[config.mk]
export PLATFORM = sky130hd
export DESIGN_NAME = pes_event_select
export DESIGN_NICKNAME = d
export VERILOG_FILES = /design/src/common/pes_pkg.sv /design/src/verilog/pes_event_select.sv /design/src/verilog/pes_qualifier.sv
export SDC_FILE = /design/constraint.sdc
export NUM_CORES = 1
export LEC_CHECK = 0
export ABC_AREA = 1
export BUFFER_PORTS_ARGS = -buffer_cell sky130_fd_sc_hd__buf_4
export CAP_MARGIN = 20
export CORE_MARGIN = 2
export CORE_UTILIZATION = 49
export CTS_BUF_LIST = sky130_fd_sc_hd__clkbuf_2 sky130_fd_sc_hd__clkbuf_4 sky130_fd_sc_hd__clkbuf_8
export DETAILED_ROUTE_END_ITERATION = 10
export GPL_TIMING_DRIVEN = 0
export PLACE_DENSITY = 0.8
export SETUP_SLACK_MARGIN = 0.15
export SYNTH_ARGS = -nofsm -noshare
export SYNTH_HDL_FRONTEND = slang
export SYNTH_HIERARCHICAL = 1
export SYNTH_SLANG_ARGS = --single-unit
export TNS_END_PERCENT = 50
[constraint.sdc]
create_clock -name clk_in -period 5.5 [get_ports clk_in]
set_input_delay 1.1 -clock clk_in [delete_from_list [all_inputs] [get_ports clk_in]]
set_output_delay 1.1 -clock clk_in [all_outputs]
set_load 0.005 [all_outputs]
[src/common/pes_pkg.sv]
// Constants shared by the performance event selector
package pes_pkg;

    // ----------------------------------------------------------------
    // Widths
    // ----------------------------------------------------------------
    localparam int PORT_N = 6;
    localparam int UOP_W = 3;
    localparam int RET_W = 3;
    localparam int RAW_W = 6;
    localparam int COUNT_W = 48;

    // ----------------------------------------------------------------
    // Event numbers
    // ----------------------------------------------------------------
    localparam logic [7:0] EV_UOPS_EXEC = 8'hb1;
    localparam logic [7:0] EV_SUPER_QUEUE = 8'hb2;
    localparam logic [7:0] EV_SNOOP = 8'hb8;
    localparam logic [7:0] EV_RETIRED = 8'hc0;

    // ----------------------------------------------------------------
    // Unit masks
    // ----------------------------------------------------------------
    localparam logic [7:0] UM_PORT0 = 8'h01;
    localparam logic [7:0] UM_PORT1 = 8'h02;
    localparam logic [7:0] UM_PORT2 = 8'h04;
    localparam logic [7:0] UM_PORT3 = 8'h08;
    localparam logic [7:0] UM_PORT4 = 8'h10;
    localparam logic [7:0] UM_NO_PORT5 = 8'h1f;
    localparam logic [7:0] UM_PORT5 = 8'h20;
    localparam logic [7:0] UM_ANY_PORT = 8'h3f;
    localparam logic [7:0] UM_PORT015 = 8'h40;
    localparam logic [7:0] UM_PORT234 = 8'h80;
    localparam logic [7:0] UM_SUPER_QUEUE_FULL = 8'h01;
    localparam logic [7:0] UM_SNOOP_HIT = 8'h01;
    localparam logic [7:0] UM_SNOOP_HITE = 8'h02;
    localparam logic [7:0] UM_SNOOP_HITM = 8'h04;
    localparam logic [7:0] UM_RET_ANY = 8'h00;
    localparam logic [7:0] UM_RET_MMX = 8'h02;

    // ----------------------------------------------------------------
    // Port membership per mask, bit i is port i
    // ----------------------------------------------------------------
    localparam logic [5:0] PM_NONE = 6'h00;
    localparam logic [5:0] PM_PORT0 = 6'h01;
    localparam logic [5:0] PM_PORT1 = 6'h02;
    localparam logic [5:0] PM_PORT2 = 6'h04;
    localparam logic [5:0] PM_PORT3 = 6'h08;
    localparam logic [5:0] PM_PORT4 = 6'h10;
    localparam logic [5:0] PM_PORT5 = 6'h20;
    localparam logic [5:0] PM_NO_PORT5 = 6'h1f;
    localparam logic [5:0] PM_ANY_PORT = 6'h3f;
    localparam logic [5:0] PM_PORT015 = 6'h23;
    localparam logic [5:0] PM_PORT234 = 6'h1c;
    localparam logic [5:0] PM_CORE_ONLY = 6'h1c;

    // ----------------------------------------------------------------
    // Reset values
    // ----------------------------------------------------------------
    localparam logic [COUNT_W-1:0] RST_COUNT = 48'h0;
    localparam logic [RAW_W-1:0] RST_INCREMENT = 6'h00;
    localparam logic RST_DECODED = 1'b0;
    localparam logic RST_PREV_COND = 1'b0;

endpackage

[src/verilog/pes_event_select.sv]
// Event decode and counter for one programmable performance counter
module pes_event_select #(
    parameter int UOP_W = pes_pkg::UOP_W,
    parameter int RET_W = pes_pkg::RET_W,
    parameter int RAW_W = pes_pkg::RAW_W,
    parameter int COUNT_W = pes_pkg::COUNT_W
) (
    // Clock and reset
    input wire logic clk_in,
    input wire logic rst_in,
    // Selector configuration
    input wire logic enable_in,
    input wire logic any_thread_in,
    input wire logic [7:0] event_num_in,
    input wire logic [7:0] unit_mask_in,
    input wire logic [7:0] cmask_in,
    input wire logic invert_in,
    input wire logic edge_in,
    input wire logic counter_clear_in,
    input wire logic arch_retire_unsupported_in,
    // Execution port micro-op counts, port i in slice i
    input wire logic [pes_pkg::PORT_N*UOP_W-1:0] thread_uops_in,
    input wire logic [pes_pkg::PORT_N*UOP_W-1:0] core_uops_in,
    // Other event sources
    input wire logic super_queue_full_in,
    input wire logic snoop_hit_in,
    input wire logic snoop_hite_in,
    input wire logic snoop_hitm_in,
    input wire logic [RET_W-1:0] retired_instruction_count_in,
    input wire logic [RET_W-1:0] retire_fault_excluded_in,
    input wire logic [RET_W-1:0] retired_mmx_count_in,
    // Counter state
    output logic decoded_out,
    output logic [RAW_W-1:0] increment_out,
    output logic [COUNT_W-1:0] count_out
);

    localparam int PORT_N = pes_pkg::PORT_N;

    generate
        if (UOP_W < 1 || RAW_W < UOP_W + 3 || RAW_W < RET_W
            || COUNT_W < RAW_W)
        begin : g_bad_width
            $error("pes_event_select: widths cannot hold the sums");
        end
    endgenerate

    // ----------------------------------------------------------------
    // Execution port decode
    // ----------------------------------------------------------------
    wire logic is_uops = event_num_in == pes_pkg::EV_UOPS_EXEC;
    wire logic [5:0] port_member =
        !is_uops ? pes_pkg::PM_NONE :
        unit_mask_in == pes_pkg::UM_PORT0 ? pes_pkg::PM_PORT0 :
        unit_mask_in == pes_pkg::UM_PORT1 ? pes_pkg::PM_PORT1 :
        unit_mask_in == pes_pkg::UM_PORT2 ? pes_pkg::PM_PORT2 :
        unit_mask_in == pes_pkg::UM_PORT3 ? pes_pkg::PM_PORT3 :
        unit_mask_in == pes_pkg::UM_PORT4 ? pes_pkg::PM_PORT4 :
        unit_mask_in == pes_pkg::UM_NO_PORT5 ? pes_pkg::PM_NO_PORT5 :
        unit_mask_in == pes_pkg::UM_PORT5 ? pes_pkg::PM_PORT5 :
        unit_mask_in == pes_pkg::UM_ANY_PORT ? pes_pkg::PM_ANY_PORT :
        unit_mask_in == pes_pkg::UM_PORT015 ? pes_pkg::PM_PORT015 :
        unit_mask_in == pes_pkg::UM_PORT234 ? pes_pkg::PM_PORT234 :
        pes_pkg::PM_NONE;
    wire logic uops_decoded = port_member != pes_pkg::PM_NONE;

    // Ports 2 to 4 have no per-thread view, so always use the core count
    logic [RAW_W-1:0] port_sum [0:PORT_N];
    logic [UOP_W-1:0] port_cnt [0:PORT_N-1];
    assign port_sum[0] = '0;

    genvar gi;
    generate
        for (gi = 0; gi < PORT_N; gi++)
        begin : g_port
            assign port_cnt[gi] =
                (any_thread_in || pes_pkg::PM_CORE_ONLY[gi]) ?
                core_uops_in[gi*UOP_W +: UOP_W] :
                thread_uops_in[gi*UOP_W +: UOP_W];
            assign port_sum[gi+1] = port_sum[gi]
                + (port_member[gi] ? RAW_W'(port_cnt[gi]) : RAW_W'(0));
        end
    endgenerate

    // ----------------------------------------------------------------
    // Super queue and snoop decode
    // ----------------------------------------------------------------
    wire logic sq_decoded = event_num_in == pes_pkg::EV_SUPER_QUEUE
        && unit_mask_in == pes_pkg::UM_SUPER_QUEUE_FULL;

    wire logic is_snoop = event_num_in == pes_pkg::EV_SNOOP;
    wire logic snoop_sel_hit = unit_mask_in == pes_pkg::UM_SNOOP_HIT;
    wire logic snoop_sel_hite = unit_mask_in == pes_pkg::UM_SNOOP_HITE;
    wire logic snoop_sel_hitm = unit_mask_in == pes_pkg::UM_SNOOP_HITM;
    wire logic snoop_decoded = is_snoop
        && (snoop_sel_hit || snoop_sel_hite || snoop_sel_hitm);
    wire logic snoop_event = (snoop_sel_hit & snoop_hit_in)
        | (snoop_sel_hite & snoop_hite_in)
        | (snoop_sel_hitm & snoop_hitm_in);

    // ----------------------------------------------------------------
    // Retirement decode
    // ----------------------------------------------------------------
    wire logic is_retired = event_num_in == pes_pkg::EV_RETIRED;
    wire logic ret_any_decoded = is_retired
        && unit_mask_in == pes_pkg::UM_RET_ANY
        && !arch_retire_unsupported_in;
    wire logic ret_mmx_decoded = is_retired
        && unit_mask_in == pes_pkg::UM_RET_MMX;
    // Faulting special instructions are taken out, never below zero
    wire logic [RET_W-1:0] ret_net =
        retired_instruction_count_in > retire_fault_excluded_in ?
        retired_instruction_count_in - retire_fault_excluded_in :
        RET_W'(0);

    // ----------------------------------------------------------------
    // Event value select
    // ----------------------------------------------------------------
    wire logic decoded = uops_decoded | sq_decoded | snoop_decoded
        | ret_any_decoded | ret_mmx_decoded;
    wire logic active = enable_in & decoded;
    wire logic [RAW_W-1:0] raw_event =
        uops_decoded ? port_sum[PORT_N] :
        sq_decoded ? RAW_W'(super_queue_full_in) :
        snoop_decoded ? RAW_W'(snoop_event) :
        ret_any_decoded ? RAW_W'(ret_net) :
        ret_mmx_decoded ? RAW_W'(retired_mmx_count_in) :
        RAW_W'(0);

    pes_qualifier #(
        .RAW_W(RAW_W)
    ) u_qualifier (
        .clk_in(clk_in),
        .rst_in(rst_in),
        .active_in(active),
        .raw_in(raw_event),
        .cmask_in(cmask_in),
        .invert_in(invert_in),
        .edge_in(edge_in),
        .increment_out(increment_out)
    );

    // ----------------------------------------------------------------
    // Counter
    // ----------------------------------------------------------------
    // Clear takes the counter to zero and drops that cycle's increment
    always_ff @(posedge clk_in)
    begin
        if (rst_in)
        begin
            count_out <= pes_pkg::RST_COUNT;
            decoded_out <= pes_pkg::RST_DECODED;
        end
        else
        begin
            decoded_out <= active;
            if (counter_clear_in)
                count_out <= pes_pkg::RST_COUNT;
            else
                count_out <= count_out + COUNT_W'(increment_out);
        end
    end

    // ----------------------------------------------------------------
    // Checks
    // ----------------------------------------------------------------
    wire logic plain = enable_in && cmask_in == 8'h00 && !invert_in
        && !edge_in;
    wire logic [RAW_W-1:0] core_sum_all =
        RAW_W'(core_uops_in[0 +: UOP_W]) + RAW_W'(core_uops_in[3 +: UOP_W])
        + RAW_W'(core_uops_in[6 +: UOP_W]) + RAW_W'(core_uops_in[9 +: UOP_W])
        + RAW_W'(core_uops_in[12 +: UOP_W]);
    wire logic [RAW_W-1:0] core_p5 = RAW_W'(core_uops_in[15 +: UOP_W]);

    AST_PORT1_THREAD: assert property (@(posedge clk_in)
        disable iff (rst_in)
        plain && is_uops && unit_mask_in == 8'h02 && !any_thread_in
        |=> increment_out == RAW_W'($past(thread_uops_in[3 +: UOP_W])))
        else $error("port 1 count wrong");

    AST_PORT2_CORE: assert property (@(posedge clk_in)
        disable iff (rst_in)
        plain && is_uops && unit_mask_in == 8'h04
        |=> increment_out == RAW_W'($past(core_uops_in[6 +: UOP_W])))
        else $error("port 2 count is not core-wide");

    AST_PORT3_CORE: assert property (@(posedge clk_in)
        disable iff (rst_in)
        plain && is_uops && unit_mask_in == 8'h08
        |=> increment_out == RAW_W'($past(core_uops_in[9 +: UOP_W])))
        else $error("port 3 count is not core-wide");

    AST_PORT4_CORE: assert property (@(posedge clk_in)
        disable iff (rst_in)
        plain && is_uops && unit_mask_in == 8'h10
        |=> increment_out == RAW_W'($past(core_uops_in[12 +: UOP_W])))
        else $error("port 4 count is not core-wide");

    AST_NO_PORT5: assert property (@(posedge clk_in)
        disable iff (rst_in)
        plain && any_thread_in && is_uops && unit_mask_in == 8'h1f
        |=> increment_out == $past(core_sum_all))
        else $error("ports 0 to 4 sum wrong");

    AST_PORT5: assert property (@(posedge clk_in)
        disable iff (rst_in)
        plain && any_thread_in && is_uops && unit_mask_in == 8'h20
        |=> increment_out == $past(core_p5))
        else $error("port 5 count wrong");

    AST_ANY_PORT: assert property (@(posedge clk_in)
        disable iff (rst_in)
        plain && any_thread_in && is_uops && unit_mask_in == 8'h3f
        |=> increment_out == $past(core_sum_all) + $past(core_p5))
        else $error("all ports sum wrong");

    AST_PORT015: assert property (@(posedge clk_in)
        disable iff (rst_in)
        plain && any_thread_in && is_uops && unit_mask_in == 8'h40
        |=> increment_out == RAW_W'($past(core_uops_in[0 +: UOP_W]))
            + RAW_W'($past(core_uops_in[3 +: UOP_W])) + $past(core_p5))
        else $error("ports 0 1 5 sum wrong");

    AST_PORT234: assert property (@(posedge clk_in)
        disable iff (rst_in)
        plain && any_thread_in && is_uops && unit_mask_in == 8'h80
        |=> increment_out == $past(core_sum_all)
            - RAW_W'($past(core_uops_in[0 +: UOP_W]))
            - RAW_W'($past(core_uops_in[3 +: UOP_W])))
        else $error("ports 2 3 4 sum wrong");

    AST_SQ_FULL: assert property (@(posedge clk_in)
        disable iff (rst_in)
        (plain && event_num_in == 8'hb2 && unit_mask_in == 8'h01
         && super_queue_full_in) [*2]
        |=> increment_out == RAW_W'(1) && $past(increment_out) == RAW_W'(1))
        else $error("super queue full cycles missed");

    AST_SNOOP_HITM: assert property (@(posedge clk_in)
        disable iff (rst_in)
        plain && is_snoop && unit_mask_in == 8'h04
        |=> increment_out == RAW_W'($past(snoop_hitm_in)))
        else $error("hit-modified snoop count wrong");

    AST_RET_UNSUPPORTED: assert property (@(posedge clk_in)
        disable iff (rst_in)
        is_retired && unit_mask_in == 8'h00 && arch_retire_unsupported_in
        |=> increment_out == '0 && !decoded_out)
        else $error("retired count while unsupported");

    AST_RET_FAULT: assert property (@(posedge clk_in)
        disable iff (rst_in)
        plain && ret_any_decoded
        && retired_instruction_count_in <= retire_fault_excluded_in
        |=> increment_out == '0)
        else $error("faulting instructions were counted");

    AST_RET_MMX: assert property (@(posedge clk_in)
        disable iff (rst_in)
        plain && is_retired && unit_mask_in == 8'h02
        |=> increment_out == RAW_W'($past(retired_mmx_count_in)))
        else $error("multimedia retire count wrong");

    AST_UNDECODED_HOLD: assert property (@(posedge clk_in)
        disable iff (rst_in)
        !decoded && !counter_clear_in ##1 !counter_clear_in
        |=> $stable(count_out))
        else $error("counter moved on an undecoded selection");

    AST_PORT1_CORE: assert property (@(posedge clk_in)
        disable iff (rst_in)
        plain && is_uops && unit_mask_in == 8'h02 && any_thread_in
        |=> increment_out == RAW_W'($past(core_uops_in[3 +: UOP_W])))
        else $error("core-wide port 1 count wrong");

    AST_SNOOP_HIT: assert property (@(posedge clk_in)
        disable iff (rst_in)
        plain && is_snoop && unit_mask_in == 8'h01
        |=> increment_out == RAW_W'($past(snoop_hit_in)))
        else $error("hit snoop count wrong");

    AST_SNOOP_HITE: assert property (@(posedge clk_in)
        disable iff (rst_in)
        plain && is_snoop && unit_mask_in == 8'h02
        |=> increment_out == RAW_W'($past(snoop_hite_in)))
        else $error("hit-exclusive snoop count wrong");

    AST_RET_NET: assert property (@(posedge clk_in)
        disable iff (rst_in)
        plain && ret_any_decoded
        && retired_instruction_count_in > retire_fault_excluded_in
        |=> increment_out == RAW_W'($past(retired_instruction_count_in)
            - $past(retire_fault_excluded_in)))
        else $error("retired count less faults wrong");

    AST_UNDECODED_ZERO: assert property (@(posedge clk_in)
        disable iff (rst_in)
        !decoded |=> increment_out == '0 && !decoded_out)
        else $error("undecoded selection gave an increment");

    COV_PORT_WEIGHTED: cover property (@(posedge clk_in) disable iff (rst_in)
        plain && uops_decoded ##1 increment_out > RAW_W'(1));

    COV_STALL_EDGE: cover property (@(posedge clk_in) disable iff (rst_in)
        active && invert_in && edge_in ##1 increment_out == RAW_W'(1));

    COV_SNOOP: cover property (@(posedge clk_in) disable iff (rst_in)
        snoop_decoded && snoop_event);

    COV_RET_FAULT: cover property (@(posedge clk_in) disable iff (rst_in)
        ret_any_decoded && retire_fault_excluded_in != '0);

endmodule

[src/verilog/pes_qualifier.sv]
// Threshold, invert and edge qualifier for one counter
module pes_qualifier #(
    parameter int RAW_W = pes_pkg::RAW_W
) (
    // Clock and reset
    input wire logic clk_in,
    input wire logic rst_in,
    // Qualifier controls
    input wire logic active_in,
    input wire logic [RAW_W-1:0] raw_in,
    input wire logic [7:0] cmask_in,
    input wire logic invert_in,
    input wire logic edge_in,
    // Per-cycle increment
    output logic [RAW_W-1:0] increment_out
);

    generate
        if (RAW_W < 1 || RAW_W > 8)
        begin : g_bad_width
            $error("pes_qualifier: RAW_W must be 1 to 8");
        end
    endgenerate

    // ----------------------------------------------------------------
    // Condition
    // ----------------------------------------------------------------
    localparam logic [RAW_W-1:0] RST_INC_W = RAW_W'(pes_pkg::RST_INCREMENT);

    logic prev_cond;
    logic [RAW_W-1:0] next_increment;
    wire logic [7:0] raw_ext = 8'(raw_in);
    wire logic threshold_met = raw_ext >= cmask_in;
    wire logic weighted = cmask_in == 8'h00;
    // Invert flips the threshold test
    wire logic cond = active_in & (threshold_met ^ invert_in);
    wire logic rise = cond & ~prev_cond;

    assign next_increment = !active_in ? RST_INC_W :
                            weighted ? raw_in :
                            edge_in ? RAW_W'(rise) : RAW_W'(cond);

    always_ff @(posedge clk_in)
    begin
        if (rst_in)
        begin
            prev_cond <= pes_pkg::RST_PREV_COND;
            increment_out <= RST_INC_W;
        end
        else
        begin
            prev_cond <= cond;
            increment_out <= next_increment;
        end
    end

    // ----------------------------------------------------------------
    // Checks
    // ----------------------------------------------------------------
    AST_THRESH_ONE_CYCLE: assert property (@(posedge clk_in)
        disable iff (rst_in)
        active_in && cmask_in == 8'h01 && !invert_in && !edge_in
        |=> increment_out == RAW_W'($past(raw_in) != '0))
        else $error("threshold one does not count active cycles");

    AST_INVERT_STALL: assert property (@(posedge clk_in)
        disable iff (rst_in)
        active_in && cmask_in == 8'h01 && invert_in && !edge_in
        |=> increment_out == RAW_W'($past(raw_in) == '0))
        else $error("invert does not count stall cycles");

    AST_EDGE_ENTRY: assert property (@(posedge clk_in)
        disable iff (rst_in)
        (active_in && cmask_in == 8'h01 && invert_in && edge_in
         && raw_in == '0) [*2]
        |=> increment_out == '0)
        else $error("edge counted a stall that did not start");

endmodule
* Word-level counts from Yosys, hierarchy flattened *
Cells that the tools add are included.

cells by class
  add/subtract/negate cells = 7
  multipliers = 0
  divide/modulo/power cells = 0
  magnitude comparators = 2
  equality and inequality tests = 14
  shifts and indexed selects = 0
  mux-type cells = 28
  bitwise logic cells = 15
  reductions and logical operators = 13

operators by type and width
  operator                                                                number
  6-bit two-way mux                                                       12
  48-bit by 6-bit adder with 48-bit output                                1
  3-bit two-way mux                                                       14
  8-bit equality test (second input constant)                             5
  8-bit by 5-bit equality test with 1-bit output (second input constant)  2
  8-bit by 6-bit equality test with 1-bit output (second input constant)  2
  8-bit zero test                                                         2
  6-bit by 3-bit adder with 6-bit output                                  2
  8-bit by 1-bit equality test with 1-bit output (second input constant)  1
  8-bit by 2-bit equality test with 1-bit output (second input constant)  1
  8-bit by 3-bit equality test with 1-bit output (second input constant)  1
  8-bit by 4-bit equality test with 1-bit output (second input constant)  1
  8-bit by 7-bit equality test with 1-bit output (second input constant)  1
  6-bit by 8-bit >= comparator with 1-bit output                          1
  5-bit by 3-bit adder with 6-bit output                                  1
  1-bit AND                                                               6
  1-bit bitwise OR                                                        6
  6-bit nonzero test                                                      1
  4-bit by 3-bit adder with 5-bit output                                  1
  1-bit logical AND                                                       5
  5-bit two-way mux                                                       1
  3-bit by 3-bit adder with 4-bit output                                  1
  2-bit OR reduction                                                      2
  3-bit > comparator                                                      1
  6 further kinds                                                         8

word-level totals
  register bits = 56
  latch bits = 0
  RAM bits = 0
  bits in read-only memories = 0
  input bits = 81
  output and inout bits = 55
  word-level logic and storage cells = 83
  memories kept = 0

* Depth between registers and ports, before layout *
Gate-level depths: netlist of the first run.

  word-level depth = 25
  gate-level depth with buffers = 27
  mapped depth without buffers = 27

* Modules after synthesis *
The synthesis of the first run kept the hierarchy.

modules (own cells, without submodules)
  module            instances  cells each  area an instance (sq um)  seq. area each (sq um)
  pes_event_select  1          641         4,052.6                   980.9
  pes_qualifier     1          68          444.2                     140.1

* Least setup slack after synthesis of the first run *
Ideal clock, no wire load.

  path kind = input port to flip-flop
  start point = input event_num_in[3]
  end point = register u_qualifier.increment_out[0]
  setup time = 0.114 ns
  arrival = 5.295 ns
  required time = 5.386 ns
  slack = 0.091 ns
  cell stages on the path = 25
  buffers on the path = 0
  cells stage by stage = nor2_1 > nand3_1 > nor2_1 > inv_1 > nor2_1 > nand2_1 > a21oi_1 > fa_1 > fa_1 > inv_1 > fa_1 > inv_1 > ha_1 > fa_1 > inv_1 > nor2_1 > ha_1 > nand2_1 > nor2_1 > nor2_1 > nand2_1 > nand2_1 > nand3_1 > nand4_1 > nand2_1

on the way
  cells in the longest elaborated chain, start to end = 15

RTL lines
  what                                                  RTL line                 source
  start, declared                                       pes_event_select.sv:14   input wire logic [7:0] event_num_in,
  8-bit equality test *                                 pes_event_select.sv:51   wire logic is_uops = event_num_in == pes_pkg::EV_UOPS_EXEC;
  6-bit two-way mux *                                   pes_event_select.sv:53   !is_uops ? pes_pkg::PM_NONE :
  3-bit two-way mux                                     pes_event_select.sv:81   + (port_member[gi] ? RAW_W'(port_cnt[gi]) : RAW_W'(0));
  3-bit by 3-bit adder with 4-bit output                pes_event_select.sv:81
  4-bit by 3-bit adder with 5-bit output                pes_event_select.sv:81
  5-bit by 3-bit adder with 6-bit output                pes_event_select.sv:81
  6-bit by 3-bit adder with 6-bit output (2 in series)  pes_event_select.sv:81
  6-bit two-way mux *                                   pes_event_select.sv:123  uops_decoded ? port_sum[PORT_N] :
  via raw_event[3]                                      pes_event_select.sv:122  wire logic [RAW_W-1:0] raw_event =
  6-bit by 8-bit >= comparator with 1-bit output *      pes_qualifier.sv:33      wire logic threshold_met = raw_ext >= cmask_in;
  1-bit XOR *                                           pes_qualifier.sv:36      wire logic cond = active_in & (threshold_met ^ invert_in);
  1-bit AND *                                           pes_qualifier.sv:36
  1-bit AND                                             pes_qualifier.sv:37      wire logic rise = cond & ~prev_cond;
  1-bit two-way mux *                                   pes_qualifier.sv:41      edge_in ? RAW_W'(rise) : RAW_W'(cond);
  6-bit two-way mux *                                   pes_qualifier.sv:40      weighted ? raw_in :
  end signal, assigned                                  pes_qualifier.sv:53      increment_out <= next_increment;
  end, declared                                         pes_qualifier.sv:15      output logic [RAW_W-1:0] increment_out

The timed path passes the listed nets; every way through them passes the cells marked *.
A chain may end at the register's enable or synchronous reset.

* Worst setup path after layout of the first run *
  start point = input unit_mask_in[0]
  end point = register u_qualifier.prev_cond

on the way
  cells in the longest elaborated chain, start to end = 21

RTL lines
  what                                                                                   RTL line                                        source
  start, declared                                                                        pes_event_select.sv:15                          input wire logic [7:0] unit_mask_in,
  8-bit by 7-bit equality test with 1-bit output or 8-bit equality test (tied branches)  pes_event_select.sv:62, pes_event_select.sv:63
  6-bit two-way mux or 5-bit two-way mux (tied branches)                                 pes_event_select.sv:62, pes_event_select.sv:63
  6-bit two-way mux (on tied branches)                                                   pes_event_select.sv:61, pes_event_select.sv:62
  6-bit two-way mux (on tied branches)                                                   pes_event_select.sv:60, pes_event_select.sv:61
  6-bit two-way mux (on tied branches)                                                   pes_event_select.sv:59, pes_event_select.sv:60
  6-bit two-way mux (on tied branches)                                                   pes_event_select.sv:58, pes_event_select.sv:59
  6-bit two-way mux (on tied branches)                                                   pes_event_select.sv:57, pes_event_select.sv:58
  6-bit two-way mux (on tied branches)                                                   pes_event_select.sv:56, pes_event_select.sv:57
  [... 5 more ...]                                                                       --
  4-bit by 3-bit adder with 5-bit output                                                 pes_event_select.sv:81
  5-bit by 3-bit adder with 6-bit output                                                 pes_event_select.sv:81
  6-bit by 3-bit adder with 6-bit output (2 in series)                                   pes_event_select.sv:81
  6-bit two-way mux *                                                                    pes_event_select.sv:123
  via raw_event[3]                                                                       pes_event_select.sv:122
  6-bit by 8-bit >= comparator with 1-bit output *                                       pes_qualifier.sv:33
  1-bit XOR *                                                                            pes_qualifier.sv:36
  1-bit AND *                                                                            pes_qualifier.sv:36
  end signal, assigned                                                                   pes_qualifier.sv:47                             prev_cond <= pes_pkg::RST_PREV_COND;
  end signal, assigned                                                                   pes_qualifier.sv:52                             prev_cond <= cond;
  end, declared                                                                          pes_qualifier.sv:30                             logic prev_cond;

Marked as above.

==> impl_metrics.ini, run 1 <==
[route]
vias = 5358
drt-wirelength-per-cell_um = 16.7
wirelength_mm = 16.1
viasPerCell = 5.56
detail-route-antenna-nets = 0
drtIter0Drc = 368
drt_pass1_iterations = 5
drcViolationCount = 0

[logic_synthesis]
netlist_area_sq_mm = 0.00450
synth_async_sr_flop_share_pct = 0
syn_inst = 709
ys_warn_count = 6
synth.top_cell.area_share_pct = 24.9
yosysSeqAreaShare_pct = 24.9
yosys.cell_types.count = 41
ys_ff_latch = 56
synth_edf_count = 0
synth_nets = 822
avgSynthCellArea_sq_um = 6.34
ys_top_cells_by_area = dfxtp_1 (25%), nand2_1 (14%), inv_1 (9.5%)
synth_top_cell_by_area = dfxtp_1
synth_flop_cell = dfxtp_1

[global_route]
grt.total_usage_pct = 31.7
grt_max_degree = 18
grt_pass1_wl_mm = 25.1
first_global_vias = 5123
grt_overflow_total = 0
antenna_found_initial = 0

[power]
leakage_nw = 2.61
ir_drop_mv = 0.112
finalPower_mw = 0.757
powerDensity_mw_per_mm2 = 127

[floorplanning]
rows = 34
die_w_um = 99.8
die_h_um = 99.8
core_sq_mm = 0.00881
initial_core_util_pct = 51.1
dieArea_sq_mm = 0.00996
io_pins = 136

[finish]
fin_cells = 964
final_cell_mix = nand2_1 (158), buf_4 (139), inv_1 (105), nor2_1 (67), dfxtp_1 (56)
drive_gt1_share_pct = 26.2
syn_to_final_growth_pct = 32.8
fin_area_sq_mm = 0.00597
utilization_pct = 67.8
final_common_cell = nand2_1
antennaDiodeCount = 0
nets = 968

[worst_setup_path]
r2r_cells = 11
cp.arrival_ps = 5410
cp_slowest_stage_delay_ps = 570
worst-path-max-fanout = 4
crit_type = in2reg
cp-end-kind = flip-flop
crit_slowest_cell = fa_1
crit_path_start_kind = input pin
critPathRequiredTime_ps = 5760

[cts]
cts_made_buffers = 5
clock-root-buffer = clkbuf_8
htreeDepth = 2
clock_latency_ps = 330
clkTransAtPathRegs_ps = 120
cts_tree = done
cts.sinks = 56
cts_max_path_buffers = 2

[place]
port_buffers = 125
place.gp.congestion = 0.957
dp_hpwl_mm = 13.0
dp.cells = 942
place_area_sq_mm = 0.00557

[job]
maxCapViolCount = 0

[sta]
setup_viol = 0
skew_ps = 23.7
relSlewSlack_pct = 54.8
slew_viol_final = 0
rsz0062_at_grt = no
finalHoldViolCount = 0
fin_crit_sh_pct = 93.7
whs_ps = 491
fmax_ghz = 0.194
period_minus_slack_ps = 5150
tightest_slew_ps = 679

[worst_hold_path]
hold_depth = 2
hold_class = reg2reg

[status]
status = finished clean
## path summary, 6_finish.rpt
| path | startpoint | end | slack, ps |
|---|---|---|---|
| hold / removal | count_out[46] | count_out[46] | 490 |
| setup reg to reg | u_qualifier/increment_out[0] | count_out[28] | 3030 |
| hold reg to reg | count_out[46] | count_out[46] | 490 |
| setup / recovery | unit_mask_in[0] | u_qualifier/prev_cond | 350 |
## cells by family after synthesis
| kind of cell | Yosys count | synth area share [%] |
|---|---|---|
| simple gates | 398 | 41.0 |
| xor+xnor | 6 | 1.17 |
| flops | 56 | 24.9 |
| fa+ha+maj | 32 | 11.2 |
| buf+inv | 126 | 10.5 |
| compound gates | 91 | 11.2 |
## state kept, by name, indices dropped and copies added (netlist names)
register                   flops
decoded_out                    1
u_qualifier/increment_out      6
u_qualifier/prev_cond          1
count_out                     48
## cell type report
class,count,area (sq um)
buffer,5,18.8
multi-input combinational,527,3100
timing repair buffer,139,1040
clock buffer,6,82.6
inverter,121,454
fill,783,2830
sequential,56,1120
tap,108,135
clock inverter,2,13.8
## metal layers
metal | vias up | global-route usage (%) | wire length (um)
met4 | 0 | 8.64 | 392
li1 | 2609 | - | -
met3 | 31 | 3.62 | 1140
met5 | - | 0 | 0
met1 | 2487 | 39.8 | 6470
met2 | 231 | 57.7 | 8120
## Yosys cell counts, types with 4 or more instances
cell type  number
a21oi_1        52
clkbuf_1        5
dfxtp_1        56
fa_1           14
ha_1           18
inv_1         114
inv_2           4
nand2_1       167
nand2_2         4
nand3_1        52
nand3b_1        6
nand4_1        32
nor2_1         83
nor2_2          5
nor3_1         18
nor3b_1         4
nor4_1          7
nor4_2          4
o21ai_0        21
or2_0           5
## through the flow
step	setup TNS, ps	setup slack [ps]
6_report	0	349
5_1_grt	0	85.9
4_1_cts	0	165
3_5_place_dp	-880	-445
3_3_place_gp	-731	-368
2_1_floorplan	0	165
## worst max-delay path, delay by kind of cell
kind | cells | cell delay [ps]
and+or+nand+nor | 15 | 1420
buffers and inverters | 5 | 350
AOI/OAI and AO/OA | 1 | 130
adders and majority gates | 6 | 2410
## repair_timing
item                       4_1_cts  5_1_grt
setup buffers                    4       10
pin swaps                        2       30
hold buffers                     0        0
setup endpoints to repair        2        2
gates resized for setup         10       51
## report_power, final
group          switching [mW]  internal (mW)  leakage [nW]
Sequential        0.000000461          0.405         0.451
Combinational          0.0486         0.0479          2.11
Clock                   0.152          0.104        0.0516
No activity file was read; power rests on OpenSTA's default activity.
==> run 2, diff against run 1 <==
ABC_CLOCK_PERIOD_IN_PS = 5500   (was unset)
CTS_BUF_LIST = sky130_fd_sc_hd__clkbuf_2   (was sky130_fd_sc_hd__clkbuf_2 sky130_fd_sc_hd__clkbuf_4 sky130_fd_sc_hd__clkbuf_8)
==> run 2 against run 1 <==
  * Non-clock buffer count is 9 lower
  * Clock power down 33%
  * Critical path depth unchanged
  * Sequential power hardly changed
  * Worst hold slack better by 11 ps
  * Flip-flop and latch count unchanged
  * Cell count is 0.93% lower
  * Global-route usage is 0.31 points lower
  * Sequential share of layout area rose by 0.83 points
  * Largest power group unchanged
==> impl_metrics.ini, run 2 (synthesis gave the netlist of run 1 again) <==
[status]
status = finished clean

[worst_setup_path]
crit_type = in2reg
cp-end-kind = flip-flop
critPathRequiredTime_ps = 5930
crit_top_cell = nand2_1
cp.arrival_ps = 5580
crit_slowest_cell = fa_1
cp_top_family = adder cells
cp_slowest_stage_delay_ps = 550
worst-path-max-fanout = 6
crit_path_start_kind = input pin
critical_path_buf_inv_count = 5

[finish]
final_cell_mix = nand2_1 (165), buf_4 (130), inv_1 (114), nor2_1 (72), dfxtp_1 (56)
drive_gt1_share_pct = 21.4
top_register = count_out
largest_reg_flops = 48
nets = 959
fin_cells = 955
fin_area_sq_mm = 0.00572
nFillCells = 832
syn_to_final_growth_pct = 27.2
utilization_pct = 65.0
final_common_cell = nand2_1
top_regs = count_out: 48 flops, u_qualifier/increment_out: 6 flops
antennaDiodeCount = 0

[sta]
skew_ps = 61.1
fmax_ghz = 0.194
rsz0062_at_grt = no
finalHoldViolCount = 0
relSlewSlack_pct = 55.2
fin_crit_sh_pct = 93.7
setup_viol = 0
slew_viol_final = 0
tightest_slew_ps = 672
period_minus_slack_ps = 5150

[worst_hold_path]
hold_class = reg2reg

[route]
vias = 5321
drtIter0Drc = 366
drcViolationCount = 0
detail-route-antenna-nets = 0
viasPerCell = 5.57
wirelength_mm = 15.7
drt_pass1_iterations = 5
drt-wirelength-per-cell_um = 16.4

[cts]
cts_tree = done
clock_latency_ps = 500
clock-root-buffer = clkbuf_2
ctsHoldBuffers = 0
clkTransAtPathRegs_ps = 310
cts_max_path_buffers = 2
cts.sinks = 56
cts_made_buffers = 5
htreeDepth = 2

[power]
leakage_nw = 2.53
powerDensity_mw_per_mm2 = 117
ir_drop_mv = 0.0840

[floorplanning]
initial_core_util_pct = 51.1
core_sq_mm = 0.00881
die_w_um = 99.8
dieArea_sq_mm = 0.00996
rows = 34
die_h_um = 99.8
io_pins = 136

[place]
dp.cells = 942
port_buffers = 125
place_area_sq_mm = 0.00557
place.gp.congestion = 0.957
dp_hpwl_mm = 13.0

[global_route]
antenna_found_initial = 0
grt_overflow_total = 0
first_global_vias = 5061
grt.total_usage_pct = 31.4
grt_pass1_wl_mm = 24.9
grt_max_degree = 18

[job]
maxCapViolCount = 0
-- run 2: cell types whose count changed in the layout (fill, tap and decap cells not counted), moves of 3 or more --
cell      delta
fa_1         +3
nand2_2      -6
clkbuf_8     -6
fa_2         -3
inv_1        +9
nor2_1       +5
nand2_1      +7
nor2_4       -4
nand3_1      +4
buf_4        -9
inv_2       -10
clkbuf_2     +5
-- run 2: cell type report --
class | instances | area [sq um] | share of cell area (%)
sequential | 56 | 1120 | 19.6
tap | 108 | 135 | 2.36
inverter | 121 | 454 | 7.94
timing repair buffer | 130 | 976 | 17.1
multi-input combinational | 527 | 2970 | 52.0
buffer | 5 | 18.8 | 0.328
clock inverter | 3 | 17.5 | 0.306
clock buffer | 5 | 25.0 | 0.437
-- run 2: tightest hold or removal path: cells and delay by family (launching register included) --
kind               cells  cell delay (ps)
AOI/OAI and AO/OA      1               50
DFF                    1              400
and+or+nand+nor        1               70
-- run 2: metal layers --
layer	part of all wire [%]	global-route usage, %
met1	41	39.9
met2	50	57.3
met3	6.2	3.55
met4	2.6	7.17
met5	0	0
-- run 2: what timing repair did --
item,CTS,global route
pin swaps,0,5
gates resized for setup,2,18
buffers inserted,0,5
endpoints found under the setup margin,2,2
-- run 2: path summary, 6_finish.rpt --
kind	endpoint	start	cells after the start	slack [ps]
setup / recovery	u_qualifier/prev_cond	unit_mask_in[6]	27	350
hold / removal	count_out[46]	count_out[46]	2	500
setup reg to reg	count_out[28]	u_qualifier/increment_out[0]	11	3030
hold reg to reg	count_out[46]	count_out[46]	2	500
-- run 2: where the power goes --
part | internal [mW] | total [mW] | leakage (nW) | switching [mW]
sequential | 0.408 | 0.408 | 0.451 | 0.000000461
combinational | 0.0456 | 0.0902 | 2.05 | 0.0446
clock | 0.0311 | 0.172 | 0.0308 | 0.141
total | 0.485 | 0.670 | 2.53 | 0.185
-- run 2: stage by stage --
stage	worst slack [ps]	TNS, ps	power, mW	hold slack, ps
final	347	0	0.670	502
after global routing	109	0	0.700	536
after global placement	-368	-731	0.496	468
after CTS	175	0	0.668	512
after floorplan	165	0	0.448	468
after detailed placement	-445	-880	0.500	484
